**config.mk**
```make
export PLATFORM = sky130hd
export DESIGN_NAME = msc_motor_startup_config
export DESIGN_NICKNAME = d
export VERILOG_FILES = /design/src/msc_pkg.sv /design/src/msc_motor_startup_config.sv
export SDC_FILE = /design/constraint.sdc
export NUM_CORES = 1
export LEC_CHECK = 0
export BUFFER_PORTS_ARGS = -buffer_cell sky130_fd_sc_hd__buf_4
export CORE_MARGIN = 4
export CORE_UTILIZATION = 25
export DETAILED_ROUTE_END_ITERATION = 12
export MAX_ROUTING_LAYER = met4
export PLACE_DENSITY_LB_ADDON = 0.3
export RECOVER_POWER = 25
export SLEW_MARGIN = 25
export SYNTH_ARGS = -nofsm -noshare
export SYNTH_HDL_FRONTEND = slang
export SYNTH_SLANG_ARGS = --single-unit
```
**constraint.sdc**
```tcl
create_clock -name clk_sys -period 4.18 [get_ports clk_sys]
set_input_delay 0.627 -clock clk_sys [delete_from_list [all_inputs] [get_ports clk_sys]]
set_output_delay 0.627 -clock clk_sys [all_outputs]
set_load 0.02 [all_outputs]
```
**src/msc_pkg.sv**
```systemverilog
// Constants for the motor start-up configuration register.
// Assumes a register port driven by the device's two-wire serial engine.
`default_nettype none
package msc_pkg;
    localparam logic [7:0] MSC_ADDR = 8'h96;
    localparam logic [15:0] MSC_RESET = 16'h0000;
    localparam int MSC_ADV_MSB = 15;
    localparam int MSC_ADV_LSB = 14;
    localparam int MSC_THR_MSB = 13;
    localparam int MSC_THR_LSB = 10;
    localparam int MSC_CLK_MSB = 9;
    localparam int MSC_CLK_LSB = 8;
    localparam int MSC_RSVD_BIT = 7;
    localparam int MSC_GAIN_MSB = 6;
    localparam int MSC_GAIN_LSB = 5;
    localparam int MSC_DEAD_MSB = 4;
    localparam int MSC_DEAD_LSB = 0;
    // Writable bits; the reserved bit is masked off.
    localparam logic [15:0] MSC_WR_MASK = 16'hFF7F;
    localparam logic [6:0] MSC_ADV_STEP_DEG = 7'h1E;
    localparam logic [3:0] MSC_THR_CODE_MIN = 4'h1;
    localparam logic [4:0] MSC_THR_MIN_UNITS = 5'h02;
    localparam logic [6:0] MSC_RATE_HZ_0 = 7'h0C;
    localparam logic [6:0] MSC_RATE_HZ_1 = 7'h18;
    localparam logic [6:0] MSC_RATE_HZ_2 = 7'h2F;
    localparam logic [6:0] MSC_RATE_HZ_3 = 7'h5F;
    localparam logic [11:0] MSC_RES_NS_0 = 12'hA00;
    localparam logic [11:0] MSC_RES_NS_1 = 12'h500;
    localparam logic [11:0] MSC_RES_NS_2 = 12'h280;
    localparam logic [11:0] MSC_RES_NS_3 = 12'h140;
    localparam int MSC_CLK_PERIOD_NS = 8;
    localparam int MSC_DEAD_STEP_NS = 40;
    localparam int MSC_DEAD_STEP_CYC_I = (MSC_DEAD_STEP_NS + MSC_CLK_PERIOD_NS - 1)
                                         / MSC_CLK_PERIOD_NS;
    localparam logic [7:0] MSC_DEAD_STEP_CYC = 8'(MSC_DEAD_STEP_CYC_I);

    typedef struct packed {
        logic [15:0] cfg;
        logic [15:0] rdata;
        logic rvalid;
        logic [6:0] advance_deg;
        logic sense_skip;
        logic [4:0] thr_units;
        logic [6:0] rate_hz;
        logic [11:0] res_ns;
        logic [2:0] gain_quarters;
        logic [7:0] dead_cycles;
    } msc_state_t;
endpackage
`default_nettype wire

```
**src/msc_motor_startup_config.sv**
```systemverilog
// Motor start-up configuration register and its decoded control outputs.
// Assumes the serial engine presents single-cycle read and write strobes with an
// 8-bit register address, all synchronous to clk_sys.
// Operation
// RULE_01 - Bits 15:14 pick advance 30, 60, 90 or 120 degrees after sensing.
// RULE_02 - Threshold field zero skips position sensing; rotor aligns, then drives.
// RULE_03 - Threshold code 1 is 0.4 A; codes 2 to 15 are 0.2 A times code+1.
// RULE_04 - Bits 9:8 pick 12/24/47/95 Hz with 2.56/1.28/0.64/0.32 us resolution.
// RULE_05 - Bit 7 reserved: reads zero, host must not touch it.
// RULE_06 - Bits 6:5 set loop constant 0.25, 0.5, 0.75 or 1.
// RULE_07 - Dead time equals field plus one times 40 ns.
// RULE_08 - Register at address 0x96, resets to zero.
`timescale 1ns/1ps
`default_nettype none
module msc_motor_startup_config
    import msc_pkg::*;
(
    input wire logic clk_sys,
    input wire logic rstn,
    input wire logic ce,
    input wire logic [7:0] reg_addr,
    input wire logic reg_wr_en,
    input wire logic [15:0] reg_wdata,
    input wire logic reg_rd_en,
    output logic [15:0] reg_rdata,
    output logic reg_rvalid,
    output logic [15:0] cfg_word,
    output logic [6:0] post_sense_advance_angle,
    output logic initial_position_detect_skip,
    output logic [4:0] sense_current_threshold,
    output logic [6:0] sense_pulse_rate,
    output logic [11:0] sense_resolution_ns,
    output logic [2:0] loop_gain_constant,
    output logic [7:0] driver_dead_interval
);

    // Advance angle in degrees: one 30 degree step per code.
    function automatic logic [6:0] adv_deg(input logic [1:0] code);
        return 7'((code + 3'h1) * MSC_ADV_STEP_DEG); // [RULE_01]
    endfunction

    // Threshold in 0.2 A units; code 1 is the 0.4 A special case.
    function automatic logic [4:0] thr_units(input logic [3:0] code);
        if (code == MSC_THR_CODE_MIN) begin
            return MSC_THR_MIN_UNITS; // [RULE_03]
        end
        return (code == 4'h0) ? 5'h00 : 5'(code + 5'h01); // [RULE_03]
    endfunction

    function automatic logic [6:0] rate_hz(input logic [1:0] code);
        unique case (code)
            2'h0: return MSC_RATE_HZ_0;
            2'h1: return MSC_RATE_HZ_1;
            2'h2: return MSC_RATE_HZ_2;
            2'h3: return MSC_RATE_HZ_3;
        endcase
    endfunction

    function automatic logic [11:0] res_ns(input logic [1:0] code);
        unique case (code)
            2'h0: return MSC_RES_NS_0;
            2'h1: return MSC_RES_NS_1;
            2'h2: return MSC_RES_NS_2;
            2'h3: return MSC_RES_NS_3;
        endcase
    endfunction

    function automatic logic [7:0] dead_cyc(input logic [4:0] code);
        return 8'((code + 6'h01) * MSC_DEAD_STEP_CYC); // [RULE_07]
    endfunction

    msc_state_t st_r;
    msc_state_t st_nxt;
    logic wr_hit;
    logic [15:0] cfg_n;

    assign wr_hit = reg_wr_en && (reg_addr == MSC_ADDR); // [RULE_08]

    always_comb begin
        st_nxt = st_r;
        cfg_n = st_r.cfg;
        if (wr_hit) begin
            // Reserved bit is never stored, so it reads back as zero.
            cfg_n = reg_wdata & MSC_WR_MASK; // [RULE_05]
        end
        st_nxt.cfg = cfg_n;
        st_nxt.rvalid = reg_rd_en;
        if (reg_rd_en) begin
            // Unmapped addresses answer zero so the serial engine never stalls.
            st_nxt.rdata = (reg_addr == MSC_ADDR) ? st_r.cfg : 16'h0000;
        end
        // Decoded outputs follow the new word in the same edge as the store.
        st_nxt.advance_deg = adv_deg(cfg_n[MSC_ADV_MSB:MSC_ADV_LSB]); // [RULE_01]
        st_nxt.sense_skip = (cfg_n[MSC_THR_MSB:MSC_THR_LSB] == 4'h0); // [RULE_02]
        st_nxt.thr_units = thr_units(cfg_n[MSC_THR_MSB:MSC_THR_LSB]); // [RULE_03]
        st_nxt.rate_hz = rate_hz(cfg_n[MSC_CLK_MSB:MSC_CLK_LSB]); // [RULE_04]
        st_nxt.res_ns = res_ns(cfg_n[MSC_CLK_MSB:MSC_CLK_LSB]); // [RULE_04]
        st_nxt.gain_quarters = 3'(cfg_n[MSC_GAIN_MSB:MSC_GAIN_LSB] + 3'h1); // [RULE_06]
        st_nxt.dead_cycles = dead_cyc(cfg_n[MSC_DEAD_MSB:MSC_DEAD_LSB]); // [RULE_07]
    end

    always_ff @(posedge clk_sys) begin
        if (!rstn) begin
            st_r <= '0;
            st_r.cfg <= MSC_RESET; // [RULE_08]
            st_r.advance_deg <= MSC_ADV_STEP_DEG;
            st_r.sense_skip <= 1'b1;
            st_r.rate_hz <= MSC_RATE_HZ_0;
            st_r.res_ns <= MSC_RES_NS_0;
            st_r.gain_quarters <= 3'h1;
            st_r.dead_cycles <= MSC_DEAD_STEP_CYC;
        end else if (ce) begin
            st_r <= st_nxt;
        end
    end

    assign reg_rdata = st_r.rdata;
    assign reg_rvalid = st_r.rvalid;
    assign cfg_word = st_r.cfg;
    assign post_sense_advance_angle = st_r.advance_deg;
    assign initial_position_detect_skip = st_r.sense_skip;
    assign sense_current_threshold = st_r.thr_units;
    assign sense_pulse_rate = st_r.rate_hz;
    assign sense_resolution_ns = st_r.res_ns;
    assign loop_gain_constant = st_r.gain_quarters;
    assign driver_dead_interval = st_r.dead_cycles;
endmodule // msc_motor_startup_config
`default_nettype wire

```
==> metrics.txt <==
number of cells on the worst reg-to-reg path 11; Power per Cell Area roughly 350 nW/um2; via count approximately 2,400; Required @ worst endpoint ~4400 ps; synthesis-to-finish area growth 28.89%; number of resized instances in the post-cts repair step 0; part of the Yosys area used for sequential elements 40.34%; Netlist Area Pre-Place between 2000 and 3000 um2; total CTS buffers 9; pre-CTS setup slack 630.0 ps; maximum number of buffers from clock root to sink 2; initial antenna violation count 0; TritonCTS clock tree yes; number of iterations in the first detailed-routing pass 4; outcome finished clean; maximum number of pins on one net before global-route repair 55; WHS Path Cells 1; unique cell type count in the Yosys netlist 44; Sink Count 59; vias in the first global route ~2,400; root buf cell sky130_fd_sc_hd__clkbuf_16; Gate Count Post-Synth a little over 300; type of the worst min-delay path reg -> reg; number of rows created at floorplan 39; routed length per instance 15.01 um; DRC 0; number of antenna diodes 0; Worst setup EP type flop; setup tns final 0 ps; Syn. warnings 0; final critical delay including setup and external delays between 3000 and 4000 ps; data arrival at the endpoint of the critical path 3450 ps; share of power burned in combinational logic between 6 and 7%; All-Layer GR Usage 12.37%; worst-case setup margin in the final layout about 930 ps; Nets roughly 420; Clock H-tree levels 3; hold-fix buffer count after cts 0; port buffer count 92; final clock period utilization by the worst path 77.71%; EDFF count, synth 0; actual slew at the worst max-slew pin slightly below 700 ps; leakage power summed over all cells around 1.8 nW; start-to-end type of the worst setup path in -> reg; detailed-route vias per instance ~4.5; post-synthesis async set-or-reset flop share 0%; gp weighted congestion roughly 0.77; Reg clk slew, reported paths 50 ps; register bit count reported by yosys between 50 and 60; Final Hold Vio Count 0; number of top-level pins 105; share of total power consumed by net switching 23.02%; Total Wirelength between 7000 and 8000 um; number of pins exceeding their max-slew limit in the final report 0; Worst setup SP type primary input; Mean Syn Cell Area a little under 10 um2; sequential share of power between 40 and 50%; overflow left after global routing 0; Max Fclk ~310 MHz; Final Setup Violations 0; skew final 5.365 ps; total net switching power 0.3034 mW; setup slack on the worst flop-to-flop path between 1000 and 1500 ps; Worst-Skew Late Latency about 320 ps; initial cell density of the core about 26%; RSZ-0062 raised after global routing no; total half-perimeter wirelength after legalization and detailed placement 5730 um; width of the die around 120 um; fraction of final layout cells sized beyond drive strength 1 a little under a quarter; area of the die approximately 14,000 um2; Die Y-Extent 116.2 um; maximum fanout encountered on the critical timing path 13; # Post-CTS Setup Buffers 0; wire length of the first global-routing pass between 10,000 and 15,000 um; final instance area ~3800 um2; core outline area 11,420 um2; internal power component a little over 1 mW; number of design-rule violations left by the first detailed-router iteration 112; slew margin rel. a little over half; placed inst area between 3000 and 4000 um2; commonest register cell after synthesis sky130_fd_sc_hd__dfxtp_1; count of maximum capacitance violations 0; post-route ant nets 0; Clk pwr share between 40% and 50%; largest vdd supply drop about 0.00014 V; final core occ between 30 and 40%
==> cell families after synthesis <==
family	share of synthesized area, %
buffers and inverters	8.205
XOR/XNOR	3.889
AO/OA/AOI/OAI	11.71
adder cells (fa/ha/maj)	5.812
other	0.2565
multiplexers	12.48
AND/OR/NAND/NOR	17.31
flip-flops	40.34
==> layout by cell type (no fill, tap or decap), types with 7 or more instances in the layout <==
master | netlist | layout
sky130_fd_sc_hd__a22oi_1 | 15 | 15
sky130_fd_sc_hd__buf_4 | 17 | 63
sky130_fd_sc_hd__clkbuf_1 | 9 | 33
sky130_fd_sc_hd__clkbuf_16 | 0 | 9
sky130_fd_sc_hd__conb_1 | 2 | 11
sky130_fd_sc_hd__dfxtp_1 | 59 | 59
sky130_fd_sc_hd__ha_1 | 12 | 12
sky130_fd_sc_hd__mux2i_1 | 28 | 28
sky130_fd_sc_hd__nand2_1 | 23 | 23
sky130_fd_sc_hd__nand3_1 | 7 | 7
sky130_fd_sc_hd__nor2_1 | 14 | 14
sky130_fd_sc_hd__nor2b_1 | 37 | 37
sky130_fd_sc_hd__o21ai_0 | 8 | 8
sky130_fd_sc_hd__xnor2_1 | 9 | 9
==> metrics by stage <==
stage | instances | power (mW) | hold WS, ps
3_5_place_dp | 514 | 0.6763 | 452.3
5_1_grt | 529 | 1.375 | 480.3
6_report | 529 | 1.318 | 457.4
3_3_place_gp | 514 | 0.6751 | 423.6
2_1_floorplan | 311 | 0.6423 | 540.2
4_1_cts | 529 | 1.350 | 468.0
==> power by group through the flow <==
stage | clock, mW | sequential [mW] | combinational (mW)
2_1_floorplan | 0 | 0.590 | 0.0526
5_1_grt | 0.706 | 0.572 | 0.0967
4_1_cts | 0.685 | 0.571 | 0.0927
3_3_place_gp | 0 | 0.583 | 0.0919
3_5_place_dp | 0 | 0.583 | 0.0929
6_report | 0.658 | 0.572 | 0.0884
==> area by class of cell <==
class	instances	area [um2]
Sequential cell	59	1181
Tap cell	143	178.9
Clock inverter	3	15.01
Fill cell	1229	7645
Inverter	6	22.52
Clock buffer	12	246.5
Multi-Input combinational cell	212	1540
Timing Repair Buffer	94	589.3
==> sequential cells by signal (all words and copies together) (netlist names) <==
| register | count |
|---|---|
| cfg_word | 13 |
| sense_current_threshold | 5 |
| post_sense_advance_angle | 5 |
| loop_gain_constant | 3 |
| sense_pulse_rate | 4 |
| initial_position_detect_skip | 1 |
| sense_resolution_ns | 4 |
| driver_dead_interval | 8 |
| reg_rdata | 15 |
| reg_rvalid | 1 |
==> cells in the mapped netlist, types with 2 or more instances <==
cell type / instances / share of area, %
sky130_fd_sc_hd__a211oi_1: 2 / 0.51
sky130_fd_sc_hd__a21boi_0: 2 / 0.51
sky130_fd_sc_hd__a21o_1: 2 / 0.51
sky130_fd_sc_hd__a21oi_1: 6 / 1.0
sky130_fd_sc_hd__a22o_1: 2 / 0.60
sky130_fd_sc_hd__a22oi_1: 15 / 3.8
sky130_fd_sc_hd__a32o_1: 2 / 0.68
sky130_fd_sc_hd__and4bb_2: 2 / 0.85
sky130_fd_sc_hd__buf_2: 6 / 1.0
sky130_fd_sc_hd__buf_4: 17 / 4.4
sky130_fd_sc_hd__clkbuf_1: 9 / 1.2
sky130_fd_sc_hd__conb_1: 2 / 0.26
sky130_fd_sc_hd__dfxtp_1: 59 / 40
sky130_fd_sc_hd__ha_1: 12 / 5.1
sky130_fd_sc_hd__inv_1: 5 / 0.64
sky130_fd_sc_hd__mux2_2: 3 / 1.2
sky130_fd_sc_hd__mux2i_1: 28 / 9.6
sky130_fd_sc_hd__nand2_1: 23 / 2.9
sky130_fd_sc_hd__nand3_1: 7 / 1.2
sky130_fd_sc_hd__nand4_1: 2 / 0.43
sky130_fd_sc_hd__nor2_1: 14 / 1.8
sky130_fd_sc_hd__nor2b_1: 37 / 7.9
sky130_fd_sc_hd__nor3_1: 3 / 0.51
sky130_fd_sc_hd__o211a_1: 4 / 1.4
sky130_fd_sc_hd__o21ai_0: 8 / 1.4
sky130_fd_sc_hd__xnor2_1: 9 / 2.7
sky130_fd_sc_hd__xor2_1: 4 / 1.2
==> layer usage <==
layer / vias to the layer above / part of all wire (%) / track usage (%)
li1: 1178 / - / -
met1: 1115 / 44 / 14.95
met2: 76 / 48 / 20.18
met3: 6 / 7.3 / 3.316
met4: 0 / 0.86 / 3.712
met5: - / 0 / -
==> worst max-delay path, cell delays in order <==
cell and delay, ps:
sky130_fd_sc_hd__buf_4 110, sky130_fd_sc_hd__and4bb_2 330, sky130_fd_sc_hd__nand3_2 300, sky130_fd_sc_hd__o21ai_0 400
sky130_fd_sc_hd__ha_1 300, sky130_fd_sc_hd__ha_1 230, sky130_fd_sc_hd__fa_1 420, sky130_fd_sc_hd__a21o_1 200
sky130_fd_sc_hd__a21oi_1 170, sky130_fd_sc_hd__xor2_1 290, sky130_fd_sc_hd__o21ai_2 70
==> path summary, 6_finish.rpt <==
check / start / to
max: reg_addr[3] / driver_dead_interval[7]
min: post_sense_advance_angle[4] / post_sense_advance_angle[4]
max reg2reg: cfg_word[0] / driver_dead_interval[7]
min reg2reg: post_sense_advance_angle[4] / post_sense_advance_angle[4]
(Power assumes the default switching activity.)
